File: config.mk
export PLATFORM = sky130hd
export DESIGN_NAME = ugcc_top
export DESIGN_NICKNAME = d
export VERILOG_FILES = /design/src/rtl/ugcc_rr_arb.v /design/src/rtl/ugcc_bot_seq.v /design/src/rtl/ugcc_top.v
export VERILOG_INCLUDE_DIRS = /design/src /design/src/pkg
export SDC_FILE = /design/constraint.sdc
export NUM_CORES = 2
export LEC_CHECK = 0
export BUFFER_PORTS_ARGS = -buffer_cell sky130_fd_sc_hd__buf_2
export CAP_MARGIN = 0
export CORE_AREA = 5 5 320 322
export DETAILED_ROUTE_END_ITERATION = 8
export DIE_AREA = 0 0 325 327
export SLEW_MARGIN = 40
export SYNTH_ARGS = -nofsm -noshare
export SYNTH_HDL_FRONTEND = slang
export SYNTH_SLANG_ARGS = --single-unit
File: constraint.sdc
create_clock -name clk -period 9.3 [get_ports clk]
set_clock_uncertainty 0.1 [all_clocks]
set_input_delay 1.395 -clock clk [delete_from_list [all_inputs] [get_ports clk]]
set_output_delay 1.395 -clock clk [all_outputs]
set_load 0.03 [all_outputs]
File: src/pkg/ugcc_defines.vh
`ifndef UGCC_DEFINES_VH
`define UGCC_DEFINES_VH

// ----------------------------------------
// register indexes within a channel block
// ----------------------------------------
`define UGCC_IDX_CFG0 4'h0
`define UGCC_IDX_CFG1 4'h1
`define UGCC_IDX_MPS_H 4'h2
`define UGCC_IDX_MPS_L 4'h3
`define UGCC_IDX_HUB 4'h4
`define UGCC_IDX_PORT 4'h5
`define UGCC_IDX_FUNC 4'h6
`define UGCC_IDX_EP 4'h7
`define UGCC_IDX_CNT_HH 4'h8
`define UGCC_IDX_CNT_HL 4'h9
`define UGCC_IDX_CNT_LH 4'hA
`define UGCC_IDX_CNT_LL 4'hB
`define UGCC_IDX_INTV_H 4'hC
`define UGCC_IDX_INTV_L 4'hD
`define UGCC_IDX_AREA 4'hE
`define UGCC_IDX_STAT 4'hF

// ----------------------------------------
// field positions
// ----------------------------------------
`define UGCC_F_SPEED 7:6
`define UGCC_B_TOGGLE 4
`define UGCC_B_DONE 1
`define UGCC_B_EXEC 0
`define UGCC_B_DIR 7
`define UGCC_F_CLASS 5:4
`define UGCC_B_ASSIST 0

// ----------------------------------------
// encodings and reset values
// ----------------------------------------
`define UGCC_SPEED_HS 2'h0
`define UGCC_CLASS_BULK 2'h0
`define UGCC_CLASS_ISO 2'h2
`define UGCC_MPS_RESET 11'h040
`define UGCC_MPS_MIN 11'h001
`define UGCC_MPS_MAX 11'h400
`define UGCC_CBW_LEN 11'h01F
`define UGCC_CSW_LEN 11'h00D
`define UGCC_BOT_CHAN 3'h0
`define UGCC_PH_IDLE 2'h0
`define UGCC_PH_CMD 2'h1
`define UGCC_PH_DATA 2'h2
`define UGCC_PH_STAT 2'h3

`endif

File: src/rtl/ugcc_rr_arb.v
`timescale 1ns/100ps
`include "ugcc_defines.vh"

// round robin pick among requesting channels
module ugcc_rr_arb #(
	parameter NCH = 5
) (
	input wire clk,
	input wire rst_n,
	input wire [NCH-1:0] req,
	input wire take,
	output reg [2:0] grant,
	output reg grant_valid
);

	reg [2:0] ptr_reg;
	integer i;
	reg [2:0] k;

	// first requester at or after the pointer
	always @*
	begin
		grant = 3'h0;
		grant_valid = 1'b0;
		k = 3'h0;
		for (i = NCH - 1; i >= 0; i = i - 1)
		begin
			k = ptr_reg + i[2:0];
			if (k >= NCH[2:0])
				k = k - NCH[2:0];
			if (req[k])
			begin
				grant = k;
				grant_valid = 1'b1;
			end
		end
	end

	// pointer moves past the channel just served
	always @(posedge clk or negedge rst_n)
	begin
		if (!rst_n)
			ptr_reg <= 3'h0;
		else if (take)
			ptr_reg <= (grant == NCH[2:0] - 3'h1) ? 3'h0 : grant + 3'h1;
	end

endmodule

File: src/rtl/ugcc_bot_seq.v
`timescale 1ns/100ps
`include "ugcc_defines.vh"

// command, data and status phase walker for the mass-storage assist
module ugcc_bot_seq (
	input wire clk,
	input wire rst_n,
	input wire start,
	input wire phase_done,
	input wire has_data,
	output reg [1:0] phase_reg
);

	reg [1:0] phase_next;

	// next phase
	always @*
	begin
		phase_next = phase_reg;
		if (start)
			phase_next = `UGCC_PH_CMD;
		else if (phase_done)
		begin
			case (phase_reg)
				`UGCC_PH_CMD: phase_next = has_data ? `UGCC_PH_DATA : `UGCC_PH_STAT;
				`UGCC_PH_DATA: phase_next = `UGCC_PH_STAT;
				`UGCC_PH_STAT: phase_next = `UGCC_PH_IDLE;
				default: phase_next = `UGCC_PH_IDLE;
			endcase
		end
	end

	always @(posedge clk or negedge rst_n)
	begin
		if (!rst_n)
			phase_reg <= `UGCC_PH_IDLE;
		else
			phase_reg <= phase_next;
	end

endmodule

File: src/rtl/ugcc_top.v
// How it works
// - five general channels, one endpoint each
// - per-channel speed used for its transactions
// - toggle write seeds; read shows live toggle
// - per-channel IN or OUT direction
// - class selector only on four multi-purpose channels
// - max packet 1 to 1024, two bytes
// - hub address and port for splits
// - function address and endpoint as destination
// - four-byte total byte count per request
// - token period on four multi-purpose channels
// - bulk-only channel sequences command, data, status
// - hardware schedules transactions by itself
// - only channels with execute set are scheduled
// - one transaction per pick, then pick again
`timescale 1ns/100ps
`include "ugcc_defines.vh"

module ugcc_top #(
	parameter NCH = 5
) (
	input wire clk,
	input wire rst_n,
	input wire [7:0] reg_addr,
	input wire [7:0] reg_wdata,
	input wire reg_wr,
	input wire reg_rd,
	output reg [7:0] reg_rdata_reg,
	input wire frame_tick,
	output reg txn_start_reg,
	output reg [2:0] txn_chan_reg,
	output reg [1:0] txn_speed_reg,
	output reg txn_dir_reg,
	output reg [1:0] txn_class_reg,
	output reg txn_toggle_reg,
	output reg [6:0] txn_func_reg,
	output reg [3:0] txn_ep_reg,
	output reg txn_split_reg,
	output reg [6:0] txn_hub_reg,
	output reg [6:0] txn_port_reg,
	output reg [10:0] txn_len_reg,
	output reg [2:0] txn_area_reg,
	input wire txn_done,
	input wire txn_ack,
	input wire [10:0] txn_count,
	output reg [NCH-1:0] chan_active_reg
);

	localparam ST_IDLE = 1'b0;
	localparam ST_WAIT = 1'b1;

	// ----------------------------------------
	// helpers
	// ----------------------------------------

	// legal max packet length from the raw field
	function [10:0] ugcc_mps;
		input [10:0] raw;
		begin
			if (raw == 11'h000)
				ugcc_mps = `UGCC_MPS_MIN;
			else if (raw > `UGCC_MPS_MAX)
				ugcc_mps = `UGCC_MPS_MAX;
			else
				ugcc_mps = raw;
		end
	endfunction

	// packet length limited by bytes still owed
	function [10:0] ugcc_clip;
		input [31:0] rem;
		input [10:0] mps;
		begin
			if (rem < {21'h000000, mps})
				ugcc_clip = rem[10:0];
			else
				ugcc_clip = mps;
		end
	endfunction

	// ----------------------------------------
	// channel settings and state
	// ----------------------------------------
	reg [1:0] speed_reg [0:NCH-1];
	reg dir_reg [0:NCH-1];
	reg [1:0] class_reg [0:NCH-1];
	reg [10:0] mps_reg [0:NCH-1];
	reg [6:0] hub_reg [0:NCH-1];
	reg [6:0] port_reg [0:NCH-1];
	reg [6:0] func_reg [0:NCH-1];
	reg [3:0] ep_reg [0:NCH-1];
	reg [31:0] total_reg [0:NCH-1];
	reg [31:0] remain_reg [0:NCH-1];
	reg [15:0] intv_reg [0:NCH-1];
	reg [15:0] wait_reg [0:NCH-1];
	reg [2:0] area_reg [0:NCH-1];
	reg [NCH-1:0] exec_reg;
	reg [NCH-1:0] done_reg;
	reg [NCH-1:0] toggle_reg;
	reg assist_reg;

	reg state_reg;
	reg [2:0] cur_reg;
	reg ctl_phase_reg;
	wire [1:0] phase;
	wire [2:0] grant;
	wire grant_valid;
	reg [NCH-1:0] req;
	integer i;
	integer j;

	wire [2:0] wch = reg_addr[6:4];
	wire [3:0] widx = reg_addr[3:0];
	wire hit = !reg_addr[7] && (wch < NCH[2:0]);
	wire wr_hit = reg_wr && hit;
	wire arm = wr_hit && (widx == `UGCC_IDX_CFG0) && reg_wdata[`UGCC_B_EXEC];
	wire bot_start = arm && (wch == `UGCC_BOT_CHAN) && assist_reg;

	// ----------------------------------------
	// completion decode for the channel in flight
	// ----------------------------------------
	wire cur_iso = (class_reg[cur_reg] == `UGCC_CLASS_ISO);
	wire cur_bulk = (class_reg[cur_reg] == `UGCC_CLASS_BULK);
	wire cur_assist = assist_reg && (cur_reg == `UGCC_BOT_CHAN);
	wire fin_evt = (state_reg == ST_WAIT) && txn_done;
	wire adv_evt = fin_evt && (txn_ack || cur_iso);
	wire [31:0] cur_rem = remain_reg[cur_reg];
	wire data_last = ({21'h000000, txn_count} >= cur_rem) || (txn_count < txn_len_reg);
	wire ph_done = adv_evt && cur_assist && (ctl_phase_reg || data_last);
	wire xfer_end = adv_evt && (cur_assist ? (ctl_phase_reg && phase == `UGCC_PH_STAT)
		: data_last);

	// ----------------------------------------
	// scheduling request vector
	// ----------------------------------------

	always @*
	begin
		req = {NCH{1'b0}};
		for (j = 0; j < NCH; j = j + 1)
			req[j] = exec_reg[j] && (class_reg[j] == `UGCC_CLASS_BULK || wait_reg[j] == 16'h0000);
	end

	ugcc_rr_arb #(
		.NCH(NCH)
	) u_arb (
		.clk(clk),
		.rst_n(rst_n),
		.req(req),
		.take(state_reg == ST_IDLE && grant_valid),
		.grant(grant),
		.grant_valid(grant_valid)
	);

	ugcc_bot_seq u_bot (
		.clk(clk),
		.rst_n(rst_n),
		.start(bot_start),
		.phase_done(ph_done),
		.has_data(remain_reg[`UGCC_BOT_CHAN] != 32'h0),
		.phase_reg(phase)
	);

	// ----------------------------------------
	// channel registers: hardware then software
	// ----------------------------------------
	always @(posedge clk or negedge rst_n)
	begin
		if (!rst_n)
		begin
			for (i = 0; i < NCH; i = i + 1)
			begin
				speed_reg[i] <= `UGCC_SPEED_HS;
				dir_reg[i] <= 1'b0;
				class_reg[i] <= `UGCC_CLASS_BULK;
				mps_reg[i] <= `UGCC_MPS_RESET;
				hub_reg[i] <= 7'h00;
				port_reg[i] <= 7'h00;
				func_reg[i] <= 7'h00;
				ep_reg[i] <= 4'h0;
				total_reg[i] <= 32'h0;
				remain_reg[i] <= 32'h0;
				intv_reg[i] <= 16'h0000;
				wait_reg[i] <= 16'h0000;
				area_reg[i] <= 3'h0;
			end
			exec_reg <= {NCH{1'b0}};
			done_reg <= {NCH{1'b0}};
			toggle_reg <= {NCH{1'b0}};
			assist_reg <= 1'b0;
		end
		else
		begin
			if (frame_tick)
				for (i = 0; i < NCH; i = i + 1)
					if (wait_reg[i] != 16'h0000)
						wait_reg[i] <= wait_reg[i] - 16'h0001;
			if (fin_evt && !cur_bulk)
				wait_reg[cur_reg] <= intv_reg[cur_reg];
			if (adv_evt && !cur_iso)
				toggle_reg[cur_reg] <= ~toggle_reg[cur_reg];
			// bytes owed shrink by bytes moved
			if (adv_evt && !ctl_phase_reg)
				remain_reg[cur_reg] <= ({21'h000000, txn_count} >= cur_rem) ? 32'h0
					: cur_rem - {21'h000000, txn_count};
			if (xfer_end)
				exec_reg[cur_reg] <= 1'b0;
			// software writes, a new arm wins over the clear
			if (wr_hit)
			begin
				if (widx == `UGCC_IDX_CFG0)
				begin
					speed_reg[wch] <= reg_wdata[`UGCC_F_SPEED];
					toggle_reg[wch] <= reg_wdata[`UGCC_B_TOGGLE];
					exec_reg[wch] <= reg_wdata[`UGCC_B_EXEC];
					if (arm)
					begin
						remain_reg[wch] <= total_reg[wch];
						done_reg[wch] <= 1'b0;
						wait_reg[wch] <= 16'h0000;
					end
				end
				else if (widx == `UGCC_IDX_CFG1)
				begin
					dir_reg[wch] <= reg_wdata[`UGCC_B_DIR];
					if (wch != `UGCC_BOT_CHAN)
						class_reg[wch] <= reg_wdata[`UGCC_F_CLASS];
					else
						assist_reg <= reg_wdata[`UGCC_B_ASSIST];
				end
				else if (widx == `UGCC_IDX_MPS_H)
					mps_reg[wch][10:8] <= reg_wdata[2:0];
				else if (widx == `UGCC_IDX_MPS_L)
					mps_reg[wch][7:0] <= reg_wdata;
				else if (widx == `UGCC_IDX_HUB)
					hub_reg[wch] <= reg_wdata[6:0];
				else if (widx == `UGCC_IDX_PORT)
					port_reg[wch] <= reg_wdata[6:0];
				else if (widx == `UGCC_IDX_FUNC)
					func_reg[wch] <= reg_wdata[6:0];
				else if (widx == `UGCC_IDX_EP)
					ep_reg[wch] <= reg_wdata[3:0];
				else if (widx == `UGCC_IDX_CNT_HH)
					total_reg[wch][31:24] <= reg_wdata;
				else if (widx == `UGCC_IDX_CNT_HL)
					total_reg[wch][23:16] <= reg_wdata;
				else if (widx == `UGCC_IDX_CNT_LH)
					total_reg[wch][15:8] <= reg_wdata;
				else if (widx == `UGCC_IDX_CNT_LL)
					total_reg[wch][7:0] <= reg_wdata;
				else if (widx == `UGCC_IDX_INTV_H && wch != `UGCC_BOT_CHAN)
					intv_reg[wch][15:8] <= reg_wdata;
				else if (widx == `UGCC_IDX_INTV_L && wch != `UGCC_BOT_CHAN)
					intv_reg[wch][7:0] <= reg_wdata;
				else if (widx == `UGCC_IDX_AREA)
					area_reg[wch] <= reg_wdata[2:0];
			end
			// finish flag, set wins over the arm clear
			if (xfer_end)
				done_reg[cur_reg] <= 1'b1;
		end
	end

	// ----------------------------------------
	// transaction engine
	// ----------------------------------------

	// issue on its own, wait for result
	always @(posedge clk or negedge rst_n)
	begin
		if (!rst_n)
		begin
			state_reg <= ST_IDLE;
			cur_reg <= 3'h0;
			ctl_phase_reg <= 1'b0;
			txn_start_reg <= 1'b0;
			txn_chan_reg <= 3'h0;
			txn_speed_reg <= `UGCC_SPEED_HS;
			txn_dir_reg <= 1'b0;
			txn_class_reg <= `UGCC_CLASS_BULK;
			txn_toggle_reg <= 1'b0;
			txn_func_reg <= 7'h00;
			txn_ep_reg <= 4'h0;
			txn_split_reg <= 1'b0;
			txn_hub_reg <= 7'h00;
			txn_port_reg <= 7'h00;
			txn_len_reg <= 11'h000;
			txn_area_reg <= 3'h0;
		end
		else
		begin
			txn_start_reg <= 1'b0;
			case (state_reg)
				ST_IDLE:
				begin
					if (grant_valid)
					begin
						state_reg <= ST_WAIT;
						cur_reg <= grant;
						txn_start_reg <= 1'b1;
						txn_chan_reg <= grant;
						txn_speed_reg <= speed_reg[grant];
						txn_split_reg <= (speed_reg[grant] != `UGCC_SPEED_HS);
						txn_class_reg <= class_reg[grant];
						txn_toggle_reg <= toggle_reg[grant];
						txn_func_reg <= func_reg[grant];
						txn_ep_reg <= ep_reg[grant];
						txn_hub_reg <= hub_reg[grant];
						txn_port_reg <= port_reg[grant];
						txn_area_reg <= area_reg[grant];
						if (assist_reg && grant == `UGCC_BOT_CHAN && phase == `UGCC_PH_CMD)
						begin
							ctl_phase_reg <= 1'b1;
							txn_dir_reg <= 1'b0;
							txn_len_reg <= `UGCC_CBW_LEN;
						end
						else if (assist_reg && grant == `UGCC_BOT_CHAN
							&& phase == `UGCC_PH_STAT)
						begin
							ctl_phase_reg <= 1'b1;
							txn_dir_reg <= 1'b1;
							txn_len_reg <= `UGCC_CSW_LEN;
						end
						else
						begin
							ctl_phase_reg <= 1'b0;
							txn_dir_reg <= dir_reg[grant];
							txn_len_reg <= ugcc_clip(remain_reg[grant], ugcc_mps(mps_reg[grant]));
						end
					end
				end
				ST_WAIT:
				begin
					if (txn_done)
						state_reg <= ST_IDLE;
				end
				default: state_reg <= ST_IDLE;
			endcase
		end
	end

	// ----------------------------------------
	// register read and status outputs
	// ----------------------------------------

	always @(posedge clk or negedge rst_n)
	begin
		if (!rst_n)
		begin
			reg_rdata_reg <= 8'h00;
			chan_active_reg <= {NCH{1'b0}};
		end
		else
		begin
			chan_active_reg <= exec_reg;
			reg_rdata_reg <= 8'h00;
			if (reg_rd && hit)
			begin
				if (widx == `UGCC_IDX_CFG0)
					reg_rdata_reg <= {speed_reg[wch], 1'b0, toggle_reg[wch], 2'h0,
						done_reg[wch], exec_reg[wch]};
				else if (widx == `UGCC_IDX_CFG1)
					reg_rdata_reg <= {dir_reg[wch], 1'b0, class_reg[wch], 3'h0,
						(wch == `UGCC_BOT_CHAN) && assist_reg};
				else if (widx == `UGCC_IDX_MPS_H)
					reg_rdata_reg <= {5'h00, mps_reg[wch][10:8]};
				else if (widx == `UGCC_IDX_MPS_L)
					reg_rdata_reg <= mps_reg[wch][7:0];
				else if (widx == `UGCC_IDX_HUB)
					reg_rdata_reg <= {1'b0, hub_reg[wch]};
				else if (widx == `UGCC_IDX_PORT)
					reg_rdata_reg <= {1'b0, port_reg[wch]};
				else if (widx == `UGCC_IDX_FUNC)
					reg_rdata_reg <= {1'b0, func_reg[wch]};
				else if (widx == `UGCC_IDX_EP)
					reg_rdata_reg <= {4'h0, ep_reg[wch]};
				else if (widx == `UGCC_IDX_CNT_HH)
					reg_rdata_reg <= total_reg[wch][31:24];
				else if (widx == `UGCC_IDX_CNT_HL)
					reg_rdata_reg <= total_reg[wch][23:16];
				else if (widx == `UGCC_IDX_CNT_LH)
					reg_rdata_reg <= total_reg[wch][15:8];
				else if (widx == `UGCC_IDX_CNT_LL)
					reg_rdata_reg <= total_reg[wch][7:0];
				else if (widx == `UGCC_IDX_INTV_H)
					reg_rdata_reg <= intv_reg[wch][15:8];
				else if (widx == `UGCC_IDX_INTV_L)
					reg_rdata_reg <= intv_reg[wch][7:0];
				else if (widx == `UGCC_IDX_AREA)
					reg_rdata_reg <= {5'h00, area_reg[wch]};
				else
					reg_rdata_reg <= {6'h00, (wch == `UGCC_BOT_CHAN) ? phase : 2'h0};
			end
		end
	end

endmodule

==> impl_metrics.py <==
metrics = {
    "outcome": {
        "status": "finished clean",
    },
    "setup_path": {
        "cp.required_ps": 9710,
        "reg2reg_to": "txn_len_reg[6]",
        "critPathMaxStageDelay_ps": 850,
        "path_buf_inv": 3,
        "path_class": "flip-flop to flip-flop",
        "cp_slowest_cell": "o41ai_1",
        "worstPathMaxFanout": 34,
        "r2r_cells": 22,
        "startpoint_type": "flip-flop",
        "crit_cells": 22,
        "rrSetupSlack_ps": 1780,
        "critPathTopFamily": "compound AO/OA/AOI/OAI gates",
        "r2r_start": "u_arb.ptr_reg[0]",
        "cp-end-kind": "flip-flop",
        "cp_cell_sequence": "inv_2 -> ha_1 -> o41ai_1 -> or4b_4 -> o211ai_2 -> a211oi_1 -> o22a_2 -> inv_2 -> buf_4 -> nand2_1 -> o221ai_1 -> ha_1 -> a21o_1 -> a21oi_1 -> nor2b_1 -> o21ai_0 -> nand2b_1 -> a21oi_1 -> o21ai_0 -> a2111oi_4 -> a211oi_1 -> a311o_1",
        "cp.arrival_ps": 7940,
    },
    "power_and_ir_drop": {
        "p_switching_w": 0.00576,
        "leakage_nw": 21.4,
        "p_int_w": 0.00804,
        "peakVddDrop_uv": 179,
        "powerDensity_nw_per_um2": 286,
        "pwr-share-seq_pct": 33.1,
        "pwr-share-clk_pct": 26.8,
        "combPwrFrac_pct": 40.2,
        "sw_frac_of_total_pct": 41.7,
    },
    "global_routing": {
        "grt_max_degree": 129,
        "track_usage_pct": 28.3,
        "antenna_found_initial": 3,
        "grt_pass1_vias": 34800,
        "grt_remaining_overflow": 0,
        "grt_pass1_wl_mm": 232,
    },
    "logic_synthesis": {
        "postSynthCellCount": 4293,
        "synth_nets": 4383,
        "synth.ff_latch_count": 786,
        "synth_ff_type": "dfrtp_1",
        "synth-edff-count": 0,
        "ys_types": 107,
        "ys_warn_count": 0,
        "ys_seq_area_share_pct": 45.5,
        "async_flop_share_pct": 100,
        "netlist_area_um2": 43200,
        "synth_area_per_cell_um2": 10.1,
    },
    "clock_network": {
        "numClockSinks": 786,
        "cts_buffers": 87,
        "clk_latency_ps": 660,
        "path_clk_slew_ps": 60,
        "cts_resized": 0,
        "cts_tree": "done",
        "cts-root-buf": "clkbuf_16",
        "cts_max_level": 3,
        "clk_path_buf_depth": 3,
        "hold_buffers": 0,
        "post_cts_buffers": 0,
    },
    "timing": {
        "rsz0062_at_grt": "false",
        "tns_ps": 0,
        "fin_crit_sh_pct": 80.9,
        "worstMarginPinSlew_ps": 914,
        "hold_violations": 0,
        "period_needed_ps": 7520,
        "finalSetupViolCount": 0,
        "slew_violations": 0,
        "fmax_mhz": 133,
        "max_slew_margin_pct": 39.1,
    },
    "hold_path": {
        "hold_end": "intv_reg[78]",
        "hp-class": "flip-flop to flip-flop",
        "hp-start": "intv_reg[78]",
        "whs_path_depth": 0,
    },
    "floorplan": {
        "dieArea_um2": 106000,
        "die_x_um": 325,
        "pin_count": 97,
        "core.rowCount": 116,
        "die_h_um": 327,
        "core-area_um2": 99300,
        "start_util_pct": 43.5,
    },
    "cells_and_area": {
        "final_common_cell": "dfrtp_1",
        "multiInputGateArea_um2": 22200,
        "regArea_um2": 19700,
        "layout_common_cells": "dfrtp_1, nor2_1, mux2_2",
        "nFillCells": 9231,
        "drive_gt1_share_pct": 22.6,
        "syn_to_final_growth_pct": 11.8,
        "utilization_pct": 48.7,
        "fin_nets": 4355,
    },
    "placement": {
        "io_buffers": 96,
        "post-dp-hpwl_mm": 104,
        "gp_congestion": 0.929,
    },
    "route": {
        "vias": 36400,
        "viasPerCell": 6.45,
        "drt_iter0_markers": 4315,
        "drc": 0,
        "wl_per_cell_um": 27.5,
        "drt-total-wl_mm": 155,
        "drt_pass1_iterations": 6,
        "final_antenna_net_count": 0,
    },
    "job": {
        "drv_cap": 0,
    },
}
==> power groups by stage <==
stage	sequential, W	clock (W)	combinational [W]
after CTS	0.00454	0.00374	0.00542
after detailed placement	0.00459	0	0.00539
after floorplan	0.00449	0	0.00367
final	0.00456	0.00370	0.00555
after global routing	0.00461	0.00388	0.00596
after global placement	0.00458	0	0.00536
==> cell families (layout without fill, tap and decap cells) <==
group / count (synthesis) / after routing / synth area share (%)
AND/OR/NAND/NOR: 1243 / 1243 / 12.9
AO/OA/AOI/OAI: 1108 / 1108 / 17.4
flip-flops: 786 / 786 / 45.5
multiplexers: 603 / 603 / 17.1
buffers and inverters: 406 / 448 / 3.63
XOR/XNOR: 91 / 91 / 1.84
adder cells (fa/ha/maj): 56 / 56 / 1.64
other: 0 / 2 / 0
==> Yosys cell counts (5+ instances only) <==
| cell | instances | area [µm²] |
|---|---|---|
| mux2i_1 | 92 | 921 |
| nand2_1 | 434 | 1630 |
| a22oi_1 | 83 | 623 |
| o21ai_0 | 167 | 836 |
| a221o_1 | 21 | 210 |
| or2_2 | 10 | 62.6 |
| nand4_1 | 26 | 163 |
| and3_1 | 32 | 200 |
| nor3_1 | 68 | 340 |
| nand2b_1 | 21 | 131 |
| a211oi_1 | 183 | 1370 |
| a21o_1 | 22 | 165 |
| or4_1 | 15 | 113 |
| a21oi_1 | 263 | 1320 |
| o211ai_1 | 24 | 180 |
| mux2_2 | 447 | 5030 |
| o22ai_1 | 69 | 432 |
| o21a_1 | 11 | 82.6 |
| a31oi_1 | 50 | 313 |
| mux4_2 | 62 | 1400 |
| dfrtp_1 | 781 | 19500 |
| nor2_1 | 470 | 1760 |
| o31a_1 | 5 | 43.8 |
| o31ai_1 | 11 | 82.6 |
| clkbuf_1 | 261 | 980 |
| o2111ai_1 | 8 | 70.1 |
| a41oi_1 | 8 | 70.1 |
| nor4_1 | 50 | 313 |
| ha_1 | 55 | 688 |
| nor4b_1 | 5 | 43.8 |
| inv_1 | 78 | 293 |
| a311oi_1 | 29 | 254 |
| nor2b_1 | 10 | 62.6 |
| dfstp_2 | 5 | 131 |
| o221ai_1 | 15 | 131 |
| xor2_1 | 48 | 420 |
| and2_1 | 11 | 68.8 |
| xnor2_1 | 43 | 377 |
| a221oi_1 | 51 | 447 |
| a22o_1 | 22 | 193 |
| buf_1 | 41 | 154 |
| buf_2 | 17 | 85.1 |
| or3_1 | 16 | 100 |
| o22a_1 | 7 | 61.3 |
| nand3_1 | 34 | 170 |
==> metal layers <==
metal  part of all wire, %  vias up  global-route usage, %
met4                   4.4        0                   11.0
met2                    44     1944                   43.1
met1                    42    18300                   39.9
li1                      -    15800                      -
met5                     0        -                      0
met3                   9.5      373                   5.74
==> how the worst max path moves through the flow <==
| stage | startpoint | endpoint | slack, ps |
|---|---|---|---|
| CTS | u_arb.ptr_reg[0] | txn_len_reg[6] | 1540 |
| finish | u_arb.ptr_reg[0] | txn_len_reg[6] | 1780 |
| floorplan | cur_reg[1] | remain_reg[156] | 2240 |
| detailed placement | u_arb.ptr_reg[0] | txn_len_reg[6] | 1570 |
| global placement | u_arb.ptr_reg[0] | txn_len_reg[6] | 1600 |
| global route | u_arb.ptr_reg[0] | txn_len_reg[3] | 1310 |
==> through the flow <==
step,std cells,hold slack (ps),total power [W],area [µm²],worst slack [ps]
2_1_floorplan,4293,312,0.00816,43200,2240
4_1_cts,5632,302,0.0137,48200,1540
3_5_place_dp,5473,288,0.00999,45200,1570
6_report,5635,298,0.0138,48300,1780
3_3_place_gp,5461,284,0.00994,44900,1600
5_1_grt,5635,314,0.0144,48300,1310
==> area by class of cell <==
class                           count  share of cell area (%)
Antenna cell                        2                  0.0104
Clock buffer                      124                    5.53
Clock inverter                     35                   0.793
Inverter                           84                   0.658
Multi-Input combinational cell   3101                    45.9
Sequential cell                   786                    40.8
Tap cell                         1298                    3.36
Timing Repair Buffer              205                    2.95
Note: power is estimated with default switching activity, not from simulation.
